<file path="config.mk">
export PLATFORM = sky130hd
export DESIGN_NAME = sat_acq_trig
export DESIGN_NICKNAME = d
export VERILOG_FILES = /design/src/logic/sat_pkg.sv /design/src/logic/sat_acq_trig.sv
export SDC_FILE = /design/constraint.sdc
export NUM_CORES = 1
export LEC_CHECK = 0
export BUFFER_PORTS_ARGS = -buffer_cell sky130_fd_sc_hd__buf_2
export CAP_MARGIN = 20
export CELL_PAD_IN_SITES_DETAIL_PLACEMENT = 0
export CELL_PAD_IN_SITES_GLOBAL_PLACEMENT = 2
export CORE_ASPECT_RATIO = 0.75
export CORE_MARGIN = 2
export CORE_UTILIZATION = 30
export DETAILED_ROUTE_END_ITERATION = 16
export PLACE_DENSITY = 0.88
export SETUP_SLACK_MARGIN = 0.02
export SLEW_MARGIN = 15
export SYNTH_ARGS = -nofsm -noshare
export SYNTH_HDL_FRONTEND = slang
export SYNTH_SLANG_ARGS = --single-unit
</file>
<file path="constraint.sdc">
create_clock -name ref_clk -period 4.9 [get_ports ref_clk]
set_input_delay 0.49 -clock ref_clk [delete_from_list [all_inputs] [get_ports ref_clk]]
set_output_delay 0.49 -clock ref_clk [all_outputs]
set_load 0.005 [all_outputs]
</file>
<file path="src/logic/sat_pkg.sv">
// Purpose: constants and types for the acquisition and trigger control block
// Assumes: one 125 MHz clock, synchronous active-high reset
// Notes: sample and level words are unsigned codes
package sat_pkg;
  localparam int CLK_PERIOD_PS = 8000;
  localparam int AUTO_WAIT_MS = 50;
  localparam longint AUTO_WAIT_PS = longint'(AUTO_WAIT_MS) * 64'd1000000000;
  localparam int AUTO_WAIT_CYC = int'(AUTO_WAIT_PS / CLK_PERIOD_PS);
  localparam int NUM_CH = 2;
  localparam int SMP_W = 8;
  localparam int DEPTH_SEL_W = 3;
  localparam logic [DEPTH_SEL_W-1:0] DEPTH_SEL_MAX = 3'h7;
  localparam int CNT_W = 9;
  localparam int ACC_W = SMP_W + 8;
  localparam int MARKER_DIV = 5;
  typedef enum logic [1:0] {SAT_ACQ_NORMAL, SAT_ACQ_AVERAGE, SAT_ACQ_ACCUM, SAT_ACQ_RSVD} sat_acq_t;
  typedef enum logic [1:0] {SAT_TRG_EDGE, SAT_TRG_PATTERN, SAT_TRG_IMMED, SAT_TRG_ARM} sat_trg_t;
  typedef enum logic [1:0] {SAT_PAT_X, SAT_PAT_H, SAT_PAT_L, SAT_PAT_RSVD} sat_pat_t;
  typedef enum logic [1:0] {SAT_WHEN_ENTER, SAT_WHEN_EXIT, SAT_WHEN_DUR, SAT_WHEN_RSVD} sat_when_t;
endpackage : sat_pkg

</file>
<file path="src/logic/sat_acq_trig.sv">
// Purpose: acquisition mode, averaging, persistence and trigger qualification
// Assumes: inputs synchronous to ref_clk; one sample per channel per clock
// Notes: pattern duration qualification is not implemented
// Functional notes
// RQ1 - average depth only 2 to 256, powers
// RQ2 - new waveform weighted one over N
// RQ3 - flag when averaged count reaches depth
// RQ4 - single run: one acquisition per request
// RQ5 - export latest raw acquisition, not average
// RQ6 - accumulate adds acquisitions without erasing
// RQ7 - clear accumulate on mode, scale, delay, dots-off
// RQ8 - normal/average grid change immediate or at end
// RQ9 - accumulate grid change at end or redraw
// RQ10 - dot connect defaults off, toggles per select
// RQ11 - marker offscreen when delay exceeds 5 scales
// RQ12 - edge, pattern, immediate, arming choice
// RQ13 - analyzer-armed correlated use needs immediate mode
// RQ14 - edge trigger on level crossing, chosen slope
// RQ15 - pattern trigger on entry or exit
// RQ16 - high above level, low below level
// RQ17 - don't-care removes channel from pattern
// RQ18 - pattern terms reset to don't-care
// RQ19 - all don't-care pattern never triggers
// RQ20 - normal mode overwrites stored waveform
// RQ21 - 50 ms timeout gives automatic trigger
// RQ22 - registered comparators, entry/exit by match edges
// RQ23 - clear average state on run start, depth change
`timescale 1ns/1ps
module sat_acq_trig
  import sat_pkg::*;
#(
  parameter int AUTO_WAIT = AUTO_WAIT_CYC
) (
  input wire logic ref_clk,
  input wire logic rst,
  input wire sat_pkg::sat_acq_t acq_mode,
  input wire logic [sat_pkg::DEPTH_SEL_W-1:0] avg_depth_sel,
  input wire logic run_repeat,
  input wire logic run_req,
  input wire logic acq_start,
  input wire logic acq_end,
  input wire logic [sat_pkg::SMP_W-1:0] acq_sample,
  input wire logic [sat_pkg::NUM_CH*sat_pkg::SMP_W-1:0] ch_in,
  input wire logic [sat_pkg::NUM_CH*sat_pkg::SMP_W-1:0] ch_level,
  input wire sat_pkg::sat_trg_t trig_mode,
  input wire logic edge_src,
  input wire logic edge_fall,
  input wire logic auto_trig_en,
  input wire logic arm_in,
  input wire sat_pkg::sat_when_t pat_when,
  input wire logic pat_wr,
  input wire logic [sat_pkg::NUM_CH*2-1:0] pat_terms,
  input wire logic grid_toggle,
  input wire logic dots_toggle,
  input wire logic scale_change,
  input wire logic delay_change,
  input wire logic [15:0] hscale,
  input wire logic [15:0] hdelay,
  output logic run_go,
  output logic trig_out,
  output logic auto_trig_flag,
  output logic avg_met,
  output logic [sat_pkg::CNT_W-1:0] avg_count,
  output logic [sat_pkg::ACC_W-1:0] avg_result,
  output logic [sat_pkg::SMP_W-1:0] export_sample,
  output logic accum_clear,
  output logic grid_on,
  output logic dots_on,
  output logic marker_off,
  output logic depth_valid
);
  // run arming: repetitive or one shot per request
  logic run_pend_q, run_pend_d, run_go_q, run_go_d, busy_q, busy_d;
  logic prev_rep_q, run_start;
  assign run_start = run_repeat & ~prev_rep_q;
  always_comb begin
    run_pend_d = run_pend_q;
    busy_d = busy_q;
    if (run_req) run_pend_d = 1'b1; // [RQ4]
    if (acq_start) busy_d = 1'b1;
    if (acq_end) begin
      busy_d = 1'b0;
      if (!run_repeat) run_pend_d = run_req; // [RQ4]
    end
    run_go_d = run_repeat | run_pend_d; // [RQ4]
  end
  always_ff @(posedge ref_clk) begin
    if (rst) begin
      run_pend_q <= 1'b0;
      busy_q <= 1'b0;
      run_go_q <= 1'b0;
      prev_rep_q <= 1'b0;
    end else begin
      run_pend_q <= run_pend_d;
      busy_q <= busy_d;
      run_go_q <= run_go_d;
      prev_rep_q <= run_repeat;
    end
  end
  assign run_go = run_go_q;

  // averaging: running mean with 1/N weight, count and met flag
  logic [DEPTH_SEL_W-1:0] depth_prev_q;
  logic [CNT_W-1:0] cnt_q, cnt_d, depth_n;
  logic met_q, met_d;
  logic [ACC_W-1:0] avg_q, avg_d;
  logic [SMP_W-1:0] raw_q, raw_d;
  logic dv_q, dv_d;
  logic signed [ACC_W+1:0] diff;
  logic [3:0] shamt;
  always_comb begin
    shamt = 4'(avg_depth_sel) + 4'h1; // [RQ1] N = 2^(sel+1): 2..256
    depth_n = CNT_W'(1) << shamt;
    dv_d = (avg_depth_sel <= DEPTH_SEL_MAX); // [RQ1]
    cnt_d = cnt_q;
    met_d = met_q;
    avg_d = avg_q;
    raw_d = raw_q;
    diff = '0;
    if (acq_end) begin
      raw_d = acq_sample; // [RQ20] [RQ5]
      if (acq_mode == SAT_ACQ_AVERAGE) begin
        diff = $signed({2'b00, acq_sample, 8'h00}) - $signed({2'b00, avg_q});
        avg_d = ACC_W'(($signed({2'b00, avg_q}) + (diff >>> shamt))); // [RQ2]
        if (cnt_q < depth_n) cnt_d = cnt_q + CNT_W'(1);
        if (cnt_d >= depth_n) met_d = 1'b1; // [RQ3]
      end else begin
        avg_d = {acq_sample, 8'h00}; // [RQ20]
      end
    end
    if (run_start || depth_prev_q != avg_depth_sel) begin
      cnt_d = '0; // [RQ23]
      met_d = 1'b0; // [RQ23]
    end
  end
  always_ff @(posedge ref_clk) begin
    if (rst) begin
      cnt_q <= '0;
      met_q <= 1'b0;
      avg_q <= '0;
      raw_q <= '0;
      dv_q <= 1'b0;
      depth_prev_q <= '0;
    end else begin
      cnt_q <= cnt_d;
      met_q <= met_d;
      avg_q <= avg_d;
      raw_q <= raw_d;
      dv_q <= dv_d;
      depth_prev_q <= avg_depth_sel;
    end
  end
  assign avg_count = cnt_q;
  assign avg_met = met_q;
  assign avg_result = avg_q;
  assign export_sample = raw_q; // [RQ5]
  assign depth_valid = dv_q;

  // display: persistence clear, grid deferral, dots, trigger marker
  logic grid_q, grid_d, grid_pend_q, grid_pend_d;
  sat_acq_t mode_q;
  logic dots_q, dots_d, clr_q, clr_d, mk_q, mk_d;
  logic [18:0] lim;
  always_comb begin
    dots_d = dots_toggle ? ~dots_q : dots_q; // [RQ10]
    clr_d = (acq_mode != mode_q) | scale_change | delay_change
          | (dots_toggle & dots_q); // [RQ7]
    grid_pend_d = grid_pend_q ^ grid_toggle;
    grid_d = grid_q;
    if (acq_mode == SAT_ACQ_ACCUM) begin
      if (acq_end || clr_d) begin // [RQ9]
        grid_d = grid_q ^ grid_pend_d;
        grid_pend_d = 1'b0;
      end
    end else if (!busy_q || acq_end) begin // [RQ8]
      grid_d = grid_q ^ grid_pend_d;
      grid_pend_d = 1'b0;
    end
    lim = 19'(hscale) * 19'(MARKER_DIV);
    mk_d = 19'(hdelay) > lim; // [RQ11]
  end
  always_ff @(posedge ref_clk) begin
    if (rst) begin
      dots_q <= 1'b0; // [RQ10]
      grid_q <= 1'b1;
      grid_pend_q <= 1'b0;
      clr_q <= 1'b0;
      mode_q <= SAT_ACQ_NORMAL;
      mk_q <= 1'b0;
    end else begin
      dots_q <= dots_d;
      grid_q <= grid_d;
      grid_pend_q <= grid_pend_d;
      clr_q <= clr_d; // [RQ6] only cleared on these events
      mode_q <= acq_mode;
      mk_q <= mk_d;
    end
  end
  assign dots_on = dots_q;
  assign grid_on = grid_q;
  assign accum_clear = clr_q;
  assign marker_off = mk_q;

  // trigger: per-channel comparators, pattern match, edge, timeout
  logic [NUM_CH-1:0] above_q, above_d, used, want;
  logic [NUM_CH*2-1:0] pat_q, pat_d;
  logic match_q, match_d, any_used, edge_hit, pat_hit, trg_d, trg_q;
  logic auto_d, auto_q;
  logic [31:0] to_q, to_d;
  generate
    for (genvar c = 0; c < NUM_CH; c++) begin : g_ch
      assign above_d[c] = ch_in[c*SMP_W +: SMP_W] > ch_level[c*SMP_W +: SMP_W]; // [RQ16]
      assign used[c] = sat_pat_t'(pat_q[c*2 +: 2]) != SAT_PAT_X; // [RQ17]
      assign want[c] = sat_pat_t'(pat_q[c*2 +: 2]) == SAT_PAT_H ? above_q[c] : ~above_q[c];
    end
  endgenerate
  always_comb begin
    pat_d = pat_wr ? pat_terms : pat_q;
    any_used = |used;
    match_d = any_used & (&(want | ~used)); // [RQ22] [RQ19]
    edge_hit = edge_fall ? (~above_d[edge_src] & above_q[edge_src])
                         : (above_d[edge_src] & ~above_q[edge_src]); // [RQ14]
    unique case (pat_when)
      SAT_WHEN_ENTER: pat_hit = match_d & ~match_q; // [RQ15]
      SAT_WHEN_EXIT: pat_hit = ~match_d & match_q; // [RQ15]
      default: pat_hit = 1'b0;
    endcase
    trg_d = 1'b0;
    unique case (trig_mode) // [RQ12]
      SAT_TRG_EDGE: trg_d = edge_hit;
      SAT_TRG_PATTERN: trg_d = pat_hit & any_used; // [RQ19]
      SAT_TRG_IMMED: trg_d = run_go_q; // [RQ13]
      SAT_TRG_ARM: trg_d = arm_in;
    endcase
    trg_d = trg_d & run_go_q;
    auto_d = 1'b0;
    to_d = to_q;
    if (!run_go_q || trg_d) to_d = '0;
    else if (auto_trig_en) begin
      if (to_q >= 32'(AUTO_WAIT - 1)) begin
        auto_d = 1'b1; // [RQ21]
        to_d = '0;
      end else to_d = to_q + 32'h1;
    end
  end
  always_ff @(posedge ref_clk) begin
    if (rst) begin
      pat_q <= '0; // [RQ18]
      above_q <= '0;
      match_q <= 1'b0;
      trg_q <= 1'b0;
      auto_q <= 1'b0;
      to_q <= '0;
    end else begin
      pat_q <= pat_d;
      above_q <= above_d; // [RQ22]
      match_q <= match_d;
      trg_q <= trg_d | auto_d;
      auto_q <= auto_d;
      to_q <= to_d;
    end
  end
  assign trig_out = trg_q;
  assign auto_trig_flag = auto_q;
endmodule : sat_acq_trig

</file>
**Word-level counts from Yosys, hierarchy flattened**

Index checks and enable logic that the tools add are counted.
W data, S select, Z words.

- Register bits: 90
- Word-level logic and storage cells: 120
- Input bits: 100
- Output and inout bits: 42

- $add $sub $neg: 5
- Multiply operators: 1
- Equality and inequality tests: 11
- Order comparisons: 8
- Bitwise logic cells: 26
- Mux-type cells: 26
- Reduce and logical (&&, ||, !) cells: 19
- Shift-type cells: 2

Operator list:

| operator | number |
|---|---|
| $add A32 B1 Y32 const B | 1 |
| $ge A32 B23 Y1 const B | 1 |
| $mux W32 | 1 |
| $mux W9 | 3 |
| $gt A16 B19 Y1 | 1 |
| $mul A16 B3 Y19 const B | 1 |
| $mux W1 | 19 |
| $sshr A17 B4 Y16 | 1 |
| $sub A16 B16 Y17 | 1 |
| $add A16 B16 Y16 | 1 |
| $gt A8 B8 Y1 | 2 |
| $mux W16 | 1 |
| $eq A2 B1 Y1 const B | 5 |
| $add A9 B1 Y9 const B | 1 |
| $and A1 B1 Y1 | 9 |
| $ge A9 B9 Y1 | 1 |
| $lt A9 B9 Y1 | 1 |
| $shl A1 B4 Y9 const A | 1 |
| $not A1 Y1 | 8 |
| $reduce_or A2 Y1 | 4 |
| $eq A2 B2 Y1 const B | 3 |
| $reduce_and A2 Y1 | 3 |
| $reduce_bool A2 Y1 | 3 |
| $or A1 B1 Y1 | 5 |
| other kinds (15) | 21 |

**Depth between registers and ports, before layout**

Gate-level depths: netlist of run 1.

- Word-level depth: 14
- Gate-level depth with buffers: 23
- Depth with buffers taken out: 23

**Worst setup path after synthesis of run 1**

OpenSTA, ideal clock, no wires.

- Kind: input -> register
- Start point: input port acq_sample[0] (netlist bit)
- End point: register avg_q[15], in the netlist avg_result[15]
- Arrival time: 5.109 ns
- Buffers on the path: 0
- Data required time: 4.780 ns
- Stages: 20
- Slack: -0.329 ns
- Cell sequence: ha_1 -> or3b_4 -> or4_4 -> a31oi_4 -> mux2i_1 -> nor2_1 -> mux2_2 -> mux2i_1 -> o21ai_0 -> a21oi_1 -> ha_1 -> nor4_1 -> nor3_1 -> a2111oi_0 -> o31ai_1 -> nor4_1 -> nor3_1 -> xnor2_1 -> and3_1 -> o31a_1

- Longest elaborated chain between the ends: 4

Ends and longest elaborated chain:

| item | line | text |
|---|---|---|
| start: declaration | sat_acq_trig.sv:42 | `input wire logic [sat_pkg::SMP_W-1:0] acq_sample,` |
| $sub A16 B16 Y17 | sat_acq_trig.sv:123 | `diff = $signed({2'b00, acq_sample, 8'h00}) - $signed({2'b00, avg_q});` |
| $sshr A17 B4 Y16 | sat_acq_trig.sv:124 | `avg_d = ACC_W'(($signed({2'b00, avg_q}) + (diff >>> shamt)));` |
| $add A16 B16 Y16 | sat_acq_trig.sv:124 |  |
| $mux W16 | sat_acq_trig.sv:122 | `if (acq_mode == SAT_ACQ_AVERAGE) begin` |
| end signal: assignment | sat_acq_trig.sv:147 | `avg_q <= avg_d;` |
| end: declaration | sat_acq_trig.sv:106 | `logic [ACC_W-1:0] avg_q, avg_d;` |

No other way between the ends.
A chain may end at the register's enable or synchronous reset.

**Worst setup path in the final report of run 1**

- Start point: register avg_q[8], in the netlist avg_result[8]
- End point: register avg_q[15], in the netlist avg_result[15]

- Longest elaborated chain between the ends: 4

Ends and longest elaborated chain:

| item | line |
|---|---|
| $sub A16 B16 Y17 | sat_acq_trig.sv:123 |
| $sshr A17 B4 Y16 | sat_acq_trig.sv:124 |
| $add A16 B16 Y16 * | sat_acq_trig.sv:124 |
| $mux W16 * | sat_acq_trig.sv:122 |

Every way passes the cells marked *; elsewhere a longest branch is shown, timed or not.

==> results of run 1 <==
==> power by group <==
group	switching (uW)	internal (uW)
combinational	639	608
clock	331	455
sequential	19.4	758
total	989	1820
==> worst reg2reg max path: cells and delay by family (launching register included) <==
family	cells	cell delay, ns
buffers and inverters	19	2.26
and+or+nand+nor	4	1.13
muxes	2	0.48
AOI/OAI and AO/OA	2	0.47
DFF	1	0.33
adders and majority gates	1	0.25
xor gates and xnor gates	1	0.10
==> metrics by stage <==
stage | std cells | setup TNS, ns | total power (uW)
6_report | 1570 | -0.359 | 2810
5_1_grt | 1570 | -1.27 | 3010
4_1_cts | 1565 | -0.107 | 2760
3_5_place_dp | 1529 | -2.25 | 1860
3_3_place_gp | 1529 | -1.87 | 1850
2_1_floorplan | 989 | 0 | 1470
==> final cells by class <==
class                      count  area share [%]
multi-input combinational    808            57.7
sequential                    90            17.6
timing repair buffer         256            15.3
tap                          344            4.20
clock buffer                  10            2.23
inverter                      56            2.05
clock inverter                 6           0.940
==> how the worst max path moves through the flow <==
stage / start / end / slack [ns] / cells past startpoint
after CTS: avg_result[8]$_SDFFE_PP0P_ / avg_result[15]$_SDFFE_PP0P_ / -0.1 / 21
after global routing: avg_result[8]$_SDFFE_PP0P_ / avg_result[15]$_SDFFE_PP0P_ / -0.39 / 21
after detailed placement: acq_sample[0] / avg_result[15]$_SDFFE_PP0P_ / -0.44 / 21
final: avg_result[8]$_SDFFE_PP0P_ / avg_result[15]$_SDFFE_PP0P_ / -0.23 / 29
after floorplan: acq_sample[0] / avg_result[15]$_SDFFE_PP0P_ / 0.04 / 20
after global placement: acq_sample[0] / avg_result[15]$_SDFFE_PP0P_ / -0.38 / 21
==> registers in the layout (all words and copies together) (netlist names), 2 cells and up <==
| signal | flops |
|---|---|
| to_q | 32 |
| depth_prev_q | 3 |
| pat_q | 4 |
| avg_result | 16 |
| above_q | 2 |
| mode_q | 2 |
| export_sample | 8 |
| avg_count | 9 |
==> cells in the mapped netlist, drive strengths merged (3+ instances only) <==
library cell / number
a2111oi: 4
dfxtp: 90
a211o: 3
clkbuf: 24
inv: 55
o21ai: 46
a21o: 15
nand2b: 15
a211oi: 14
or3: 10
nor2b: 19
nor3: 26
o21bai: 4
xnor2: 39
nand2: 74
nor3b: 3
nand3: 40
a221oi: 6
o21a: 10
nor2: 117
a31o: 3
nand4: 16
buf: 11
and2: 9
or2: 7
a311oi: 4
xor2: 37
and3: 12
o211ai: 4
a21oi: 72
nor4: 10
a31oi: 13
o31ai: 4
mux2i: 27
ha: 109
==> per-layer routing <==
metal / up-vias / GRT usage, %
met5: - / 0
li1: 4016 / -
met4: 2 / 4.32
met3: 24 / 4.05
met1: 3573 / 26.4
met2: 193 / 25.6
==> timing repair <==
item | CTS | global route
buffers inserted | 20 | 7
setup endpoints to repair | 7 | 9
gates cloned | 0 | 0
gates resized for setup | 22 | 35
pin swaps | 22 | 21
==> cell families (layout without fill, tap and decap cells) <==
family | count (synthesis) | in the layout
simple gates | 368 | 368
mux | 30 | 30
flops | 90 | 90
fa+ha+maj | 111 | 111
compound gates | 223 | 223
buf+inv | 91 | 328
xor+xnor | 76 | 76
==> results.txt, run 1 <==
Top cells by area, synth = dfxtp_1, ha_1, nor2_1
Final-report setup violation count = 4
Reg-to-Reg End = avg_result[15]$_SDFFE_PP0P_
Reg2reg path depth = 29
Diodes inserted = 0
Met1 WL = 12,600 um
I/O Pins = 142
Final worst setup slack = -0.234 ns
Worst hold path depth = 3
Worst VDD drop = 0.000183 V
Worst Skew = 0.00835 ns
Syn nets = 1,200
Adder-Cell Fraction of Synth Area = 18.1%
Flops & latches, synth = 90
WL met2 = 9630 um
Mapped Cells = 989
WL final = 24,000 um
CTS Buf Count = 9
RSZ-0062 raised after global routing = yes
Clock buffer depth = 2
Detailed router's first-iteration violation count = 492
Hold slack = 0.363 ns
Worst Min Path Start = pat_terms[3]
Worst hold endpoint = pat_q[3]$_SDFFE_PP0P_
Area of the multi-input gates = 0.00591 sq mm
Commonest cells after routing, fill and taps aside = buf_2, buf_4, nor2_1, ha_1, dfxtp_1
Syn. warnings = 0
Status = complete, but fails checks
Met3 routed wirelength = 1360 um
Netlist cell types = 71
Failing checks = setup timing
Main synth FF type = dfxtp_1
Startpoint Class = flip-flop
Layout Nets = 1,432
First-pass GRT wire length = 38,300 um
Minimum clock period = 5.13 ns
Multiplexer share of the synthesized area = 4.05%
Register area = 0.00180 sq mm
Placed Area = 0.00948 sq mm
Worst EP required = 5.15 ns
Drt wl/cell = 15.3 um
Worst slew pin tran = 0.819 ns
Layout cells sized above 1 = 27.7%
Fin crit share = 105%
Fill cell count = 2,684
Synth Area in Simple Gates = 22.9%
Site row count = 51
Relative slew slack = 45.2%
Synth top area share = 23.2%
H-tree Lvls = 3
Clock tree from TritonCTS = built
Initial antenna violation count = 1
GR Util All Layers = 17.8%
DR pass1 iterations = 5
Reg2reg start = avg_result[8]$_SDFFE_PP0P_
Achievable Freq = 195 MHz
Final Hold Viols = 0
Die area = 0.0272 sq mm
Most common cell after layout, fill and taps aside = buf_2
Sequential area share after synthesis = 23.2%
Total leakage power = 0.00466 uW
Die W = 190 um
PwrDens = 274 mW/mm^2
Largest net degree at the start of global routing = 44
Compound-Gate Fraction of Synth Area = 18.8%
Core area = 0.0257 sq mm
Avg Cell Area, Syn = 7.86 sq um
Crit-path max FO = 3
CP most frequent cell = buf_4
Xor/xnor share of the synthesized area = 8.56%
Hold WC Path Type = input port to flip-flop
Area grow syn2layout = 31.8%
Hold-fix buffers, CTS = 0
CP Capture Type = flip-flop
Vias = 7,808
Mapped Area = 0.00778 sq mm
Number of global-route vias before repair = 7,404
Reg2Reg Setup Slack = -0.23 ns
Fin util = 39.9%
Top Metal Used = met5
I/O Buffers = 141
Vias per cell = 4.97
Max incr delay on CP = 0.51 ns
Placer's final routability congestion estimate = 0.902
HPWL Detailed = 18,600 um
Setup CP Type = flip-flop to flip-flop
Later-pin clock latency in the skew report = 0.35 ns
Post-synth ARST share = 0%
Pins Over Slew Limit = 0
Area leader, netlist = dfxtp_1
EDFF count, synth = 0
Crit-path slowest cell = or4_4
GR Overflow Total = 0
Clock transition at path regs = 0.07 ns
Antenna-violating nets left = 0
Starting Density = 30.2%
Pre-CTS setup slack = -0.439 ns
WP buf/inv = 19
DRC = 0
Critical Path AT = 5.38 ns
Crit path max-delay family = buffers and inverters
Die Ht = 143 um
# Max-Cap Violations = 0
CTS Sinks = 90
Clock root buffer = clkbuf_16
Design Area, Final = 0.0103 sq mm
Largest family of logic cells by synthesized area = simple AND/OR/NAND/NOR gates
Power figures use the tool's default switching activity.
==> run 2, diff against run 1 <==
ABC_AREA = 1   (was not set)
CORE_UTILIZATION = 29   (was 30)
PLACE_DENSITY = 0.89   (was 0.88)
==> run 2 against run 1 <==
Compared with the run above: the flow now finishes without violations; setup slack better by 0.75 ns; clock-buffer cell count unchanged; die area grew 5.8%.
==> results.txt, run 2 <==
Clock tree from TritonCTS = built
Top Metal Used = met4
DR pass1 iterations = 5
Die Ht = 148 um
CP Capture Type = flip-flop
Sequential share of power = 31.7%
# Max-Cap Violations = 0
Avg Cell Area, Syn = 6.89 sq um
Worst VDD drop = 0.000196 V
Max reg flops = 32
Initial antenna violation count = 0
Reg-to-Reg End = avg_result[12]$_SDFFE_PP0P_
Post-CTS setup buffer count = 0
Met3 routed wirelength = 1290 um
Synth top cells by count = nand2_1, inv_1, ha_1
H-tree Lvls = 3
Core area = 0.0270 sq mm
Placer's final routability congestion estimate = 0.877
Detailed router's first-iteration violation count = 395
Vias per cell = 4.74
Vias = 7,832
Largest Register = to_q
Drt wl/cell = 14.1 um
Total leakage power = 0.00470 uW
Starting Density = 29.5%
Flops & latches, synth = 90
PwrDens = 266 mW/mm^2
Post-CTS Resized = 0
Clock transition at path regs = 0.07 ns
Mapped Cells = 1,156
Reg2reg path depth = 29
Main synth FF type = dfxtp_1
Die W = 195 um
Top cells by area, synth = dfxtp_1, ha_1, nand2_1
Syn. warnings = 0
Crit-path slowest cell = fa_1
Setup CP Type = flip-flop to flip-flop
Worst Setup EP = avg_result[12]$_SDFFE_PP0P_
Pwr Total = 2470 uW
Crit-path max FO = 4
DRC = 0
WL met2 = 9370 um
Combinational Power Share = 40.9%
Fin crit share = 89.4%
CTS Buf Count = 9
EDFF count, synth = 0
Met1 WL = 12,500 um
Most common cell after layout, fill and taps aside = nand2_1
Hold-fix buffers, CTS = 0
Syn nets = 1,367
Mapped Area = 0.00797 sq mm
Achievable Freq = 228 MHz
Area grow syn2layout = 16.9%
Post-synth ARST share = 0%
Status = completed
Clock power share = 27.3%
CP most frequent cell = nand2_1
Minimum clock period = 4.38 ns
Die area = 0.0288 sq mm
Synth top area share = 22.6%
Reg2Reg Setup Slack = 0.52 ns
Sequential area share after synthesis = 22.6%
Later-pin clock latency in the skew report = 0.36 ns
Hold WC Path Type = input port to flip-flop
RSZ-0062 raised after global routing = no
GR Overflow Total = 0
Final-report setup violation count = 0
Clock root buffer = clkbuf_16
Max incr delay on CP = 0.39 ns
Reg2reg start = avg_result[1]$_SDFFE_PP0P_
I/O Pins = 142
Diodes inserted = 0
Fin util = 34.5%
GR Util All Layers = 16.3%
HPWL Detailed = 19,200 um
Setup TNS = 0 ns
Worst slew pin tran = 0.689 ns
Layout cells sized above 1 = 18.1%
Area leader, netlist = dfxtp_1
Worst EP required = 5.12 ns
Pint = 1490 uW
Hold slack = 0.347 ns
Critical Path AT = 4.60 ns
Relative slew slack = 54.0%
Clock buffer depth = 2
Pins Over Slew Limit = 0
Antenna-violating nets left = 0
Final Hold Viols = 0
First-pass GRT wire length = 38,000 um
Number of global-route vias before repair = 7,437
Site row count = 52
Fill cell count = 2,952
Worst Skew = 0.00904 ns
Crit path from = avg_result[1]$_SDFFE_PP0P_
Netlist cell types = 59
CTS Sinks = 90
Largest net degree at the start of global routing = 24
WL final = 23,300 um
Commonest cells after routing, fill and taps aside = nand2_1, inv_1, buf_2, ha_1, nor2_1
Sw Ratio = 39.8%
Sw Pwr = 986 uW
Worst Min Path Start = dots_toggle
Layout Nets = 1,508
Most common cell in the netlist = nand2_1
Startpoint Class = flip-flop
I/O Buffers = 141
[run 2: cell types whose count changed after synthesis, sizes merged, moves of 25 or more]
cell   change
nand2    +168
inv      +125
o21ai     +40
nand3     +31
xnor2     -28
mux2i     -25
[run 2: kinds of logic after synthesis]
kind of cell	synth area share, %
AND/OR/NAND/NOR	27.0
buffers and inverters	10.2
multiplexers	0.251
adder cells (fa/ha/maj)	17.6
flip-flops	22.6
AO/OA/AOI/OAI	17.9
XOR/XNOR	4.49
[run 2: area by class of cell]
| type | count | area, sq um | share of cell area [%] |
|---|---|---|---|
| multi-input cells | 867 | 5360 | 57.5 |
| clock buffers | 10 | 229 | 2.46 |
| clock inverters | 6 | 50.0 | 0.537 |
| well taps | 351 | 439 | 4.71 |
| repair buffers | 149 | 766 | 8.22 |
| flip-flops and latches | 90 | 1800 | 19.3 |
| inverters | 180 | 676 | 7.25 |
[run 2: critical path: cells and delay by family (launching register included)]
kind | cells | cell delay (ns)
flip-flops | 1 | 0.32
XOR/XNOR | 2 | 0.36
AND/OR/NAND/NOR | 13 | 1.40
buffers and inverters | 3 | 0.30
adder cells (fa/ha/maj) | 3 | 0.81
AO/OA/AOI/OAI | 8 | 1.06
[run 2: power by group through the flow]
stage	Combinational (uW)	Clock [uW]	Sequential [uW]
after floorplan	723	0	797
after global placement	1010	0	802
after detailed placement	1000	0	802
after CTS	1010	700	785
after global routing	1150	736	789
final	1010	676	785
[run 2: per-layer routing]
metal  GRT usage, %  vias to the layer above
li1               -                     4138
met1           24.2                     3473
met2           24.6                      212
met3           3.24                        9
met4           2.40                        0
met5              0                        -
[run 2: metrics by stage]
step	area (sq um)	std cells	worst slack (ns)
after detailed placement	9040	1637	0.407
after global placement	9040	1637	0.537
after global routing	9320	1653	0.0295
after floorplan	7970	1156	1.02
after CTS	9320	1653	0.610
final	9320	1653	0.519
[run 2: how the worst min path moves through the flow]
stage | endpoint | slack (ns) | cells past startpoint
global route | dots_on$_SDFFE_PP0P_ | 0.34 | 2
CTS | dots_on$_SDFFE_PP0P_ | 0.33 | 2
detailed placement | to_q[26]$_SDFFE_PP0P_ | 0.43 | 2
finish | dots_on$_SDFFE_PP0P_ | 0.35 | 2
floorplan | to_q[28]$_SDFFE_PP0P_ | 0.42 | 2
global placement | to_q[26]$_SDFFE_PP0P_ | 0.43 | 2
==> run 3, diff against run 2 <==
CTS_CLUSTER_SIZE = 8   (was not set)
clock period = 4 ns   (was 4.9 ns; I/O delays follow)
==> run 3 against run 2 <==
Compared with the run above: routed wire length increased by 2.9%; die area unchanged; non-clock buffer count increased by 89; global-route usage increased by 0.39 points; combinational power increased by 52%; clock-buffer cell count unchanged; critical endpoint unchanged; sequential share of layout area decreased by 1.7 points; first-iteration DRC count increased by 6.3%; critical path depth decreased by 3; sequential cell count unchanged.
==> results.txt, run 3 (synthesis gave the netlist of run 2 again) <==
Hold slack = 0.248 ns
I/O Pins = 142
PwrDens = 334 mW/mm^2
Final instance count without filler cells = 1,742
Met1 WL = 12,500 um
Worst VDD drop = 0.000284 V
GR Util All Layers = 16.7%
WL final = 23,900 um
Vias per cell = 4.64
Pins Over Slew Limit = 0
DR pass1 iterations = 5
HPWL Detailed = 19,600 um
Commonest cells after routing, fill and taps aside = nand2_1, inv_1, buf_2, ha_1, buf_4
Area of the multi-input gates = 0.00558 sq mm
Die area = 0.0288 sq mm
Placed Area = 0.00965 sq mm
Achievable Freq = 268 MHz
Diodes inserted = 0
Initial antenna violation count = 0
Hold WC Path Type = input port to flip-flop
Crit path max-delay family = compound AO/OA/AOI/OAI gates
Detailed router's first-iteration violation count = 420
Final-report setup violation count = 0
Placer's final routability congestion estimate = 0.856
Die Ht = 148 um
Later-pin clock latency in the skew report = 0.37 ns
CTS Buf Count = 9
Layout Nets = 1,597
Setup TNS = 0 ns
First-pass GRT wire length = 38,700 um
WP buf/inv = 4
Clock tree from TritonCTS = built
Final Hold Viols = 0
Sw Ratio = 38.1%
Antenna-violating nets left = 0
Sw Pwr = 1310 uW
Site row count = 52
Starting Density = 29.5%
Layout cells sized above 1 = 27.0%
CTS Sinks = 90
CP most frequent cell = nand2_1
Met3 routed wirelength = 1560 um
Fin crit share = 93.3%
# Max-Cap Violations = 0
Number of global-route vias before repair = 7,563
Largest Register = to_q
Clock transition at path regs = 0.07 ns
Max reg flops = 32
Core area = 0.0270 sq mm
Area grow syn2layout = 28.9%
Most common cell after layout, fill and taps aside = nand2_1
Inst Count DP = 1,717
Pint = 2130 uW
CP Capture Type = flip-flop
Startpoint Class = flip-flop
Design Area, Final = 0.0103 sq mm
Pwr Total = 3430 uW
Worst EP required = 4.28 ns
I/O Buffers = 141
Status = completed
Clock buffer depth = 2
Relative slew slack = 49.0%
WL met2 = 9600 um
Largest net degree at the start of global routing = 22
Worst hold path depth = 2
Combinational Power Share = 44.8%
Critical Path AT = 4.01 ns
GR Overflow Total = 0
Clock root buffer = clkbuf_16
H-tree Lvls = 3
Reg2reg path depth = 26
Die W = 195 um
Worst Skew = 0.0143 ns
Total leakage power = 0.00519 uW
Vias = 8,082
Sequential share of power = 27.8%
Worst slew pin tran = 0.765 ns
Top Metal Used = met4
Worst path depth = 26
Hold-fix buffers, CTS = 0
Register area = 0.00181 sq mm
Drt wl/cell = 13.7 um
Max incr delay on CP = 0.45 ns
Clock power share = 27.5%
Crit-path max FO = 4
DRC = 0
Setup CP Type = flip-flop to flip-flop
Fill cell count = 2,878
Crit-path slowest cell = dfxtp_1
RSZ-0062 raised after global routing = yes
Minimum clock period = 3.73 ns
## run 3: repair_timing
| item | in CTS | in global routing |
|---|---|---|
| pin swaps | 0 | 24 |
| buffers inserted | 0 | 9 |
| endpoints found under the setup margin | 5 | 11 |
| gates resized for setup | 2 | 64 |
## run 3: layout make-up
cell class                 instances  share of cell area, %
sequential                        90                   17.6
multi-input combinational        867                   54.3
timing repair buffer             238                   14.1
tap                              351                   4.28
clock inverter                     6                  0.755
inverter                         180                   6.58
clock buffer                      10                   2.33
## run 3: power groups by stage
stage               Sequential, uW  Combinational (uW)  Clock [uW]
finish                         952                1540         942
global route                   957                1730        1000
detailed placement             971                1410           0
global placement               971                1420           0
CTS                            950                1420         974
floorplan                      976                 886           0
## run 3: path summary, 6_finish.rpt
| path | start | to | slack (ns) |
|---|---|---|---|
| max | avg_result[2]$_SDFFE_PP0P_ | avg_result[12]$_SDFFE_PP0P_ | 0.27 |
| min | dots_toggle | dots_on$_SDFFE_PP0P_ | 0.25 |
| max reg2reg | avg_result[2]$_SDFFE_PP0P_ | avg_result[12]$_SDFFE_PP0P_ | 0.27 |
| min reg2reg | to_q[28]$_SDFFE_PP0P_ | to_q[28]$_SDFFE_PP0P_ | 0.45 |
## run 3: per-layer routing
metal,global-route usage [%],up-vias
met1,24.6,3533
li1,-,4321
met5,0,-
met4,3.13,0
met2,24.7,210
met3,3.86,18
## run 3: per-stage QoR
step	setup WS, ns	util [%]
CTS	0.0318	36.9
global route	-0.0382	38.0
floorplan	0.207	-
detailed placement	-0.173	35.7
global placement	-0.179	35.7
finish	0.270	38.0
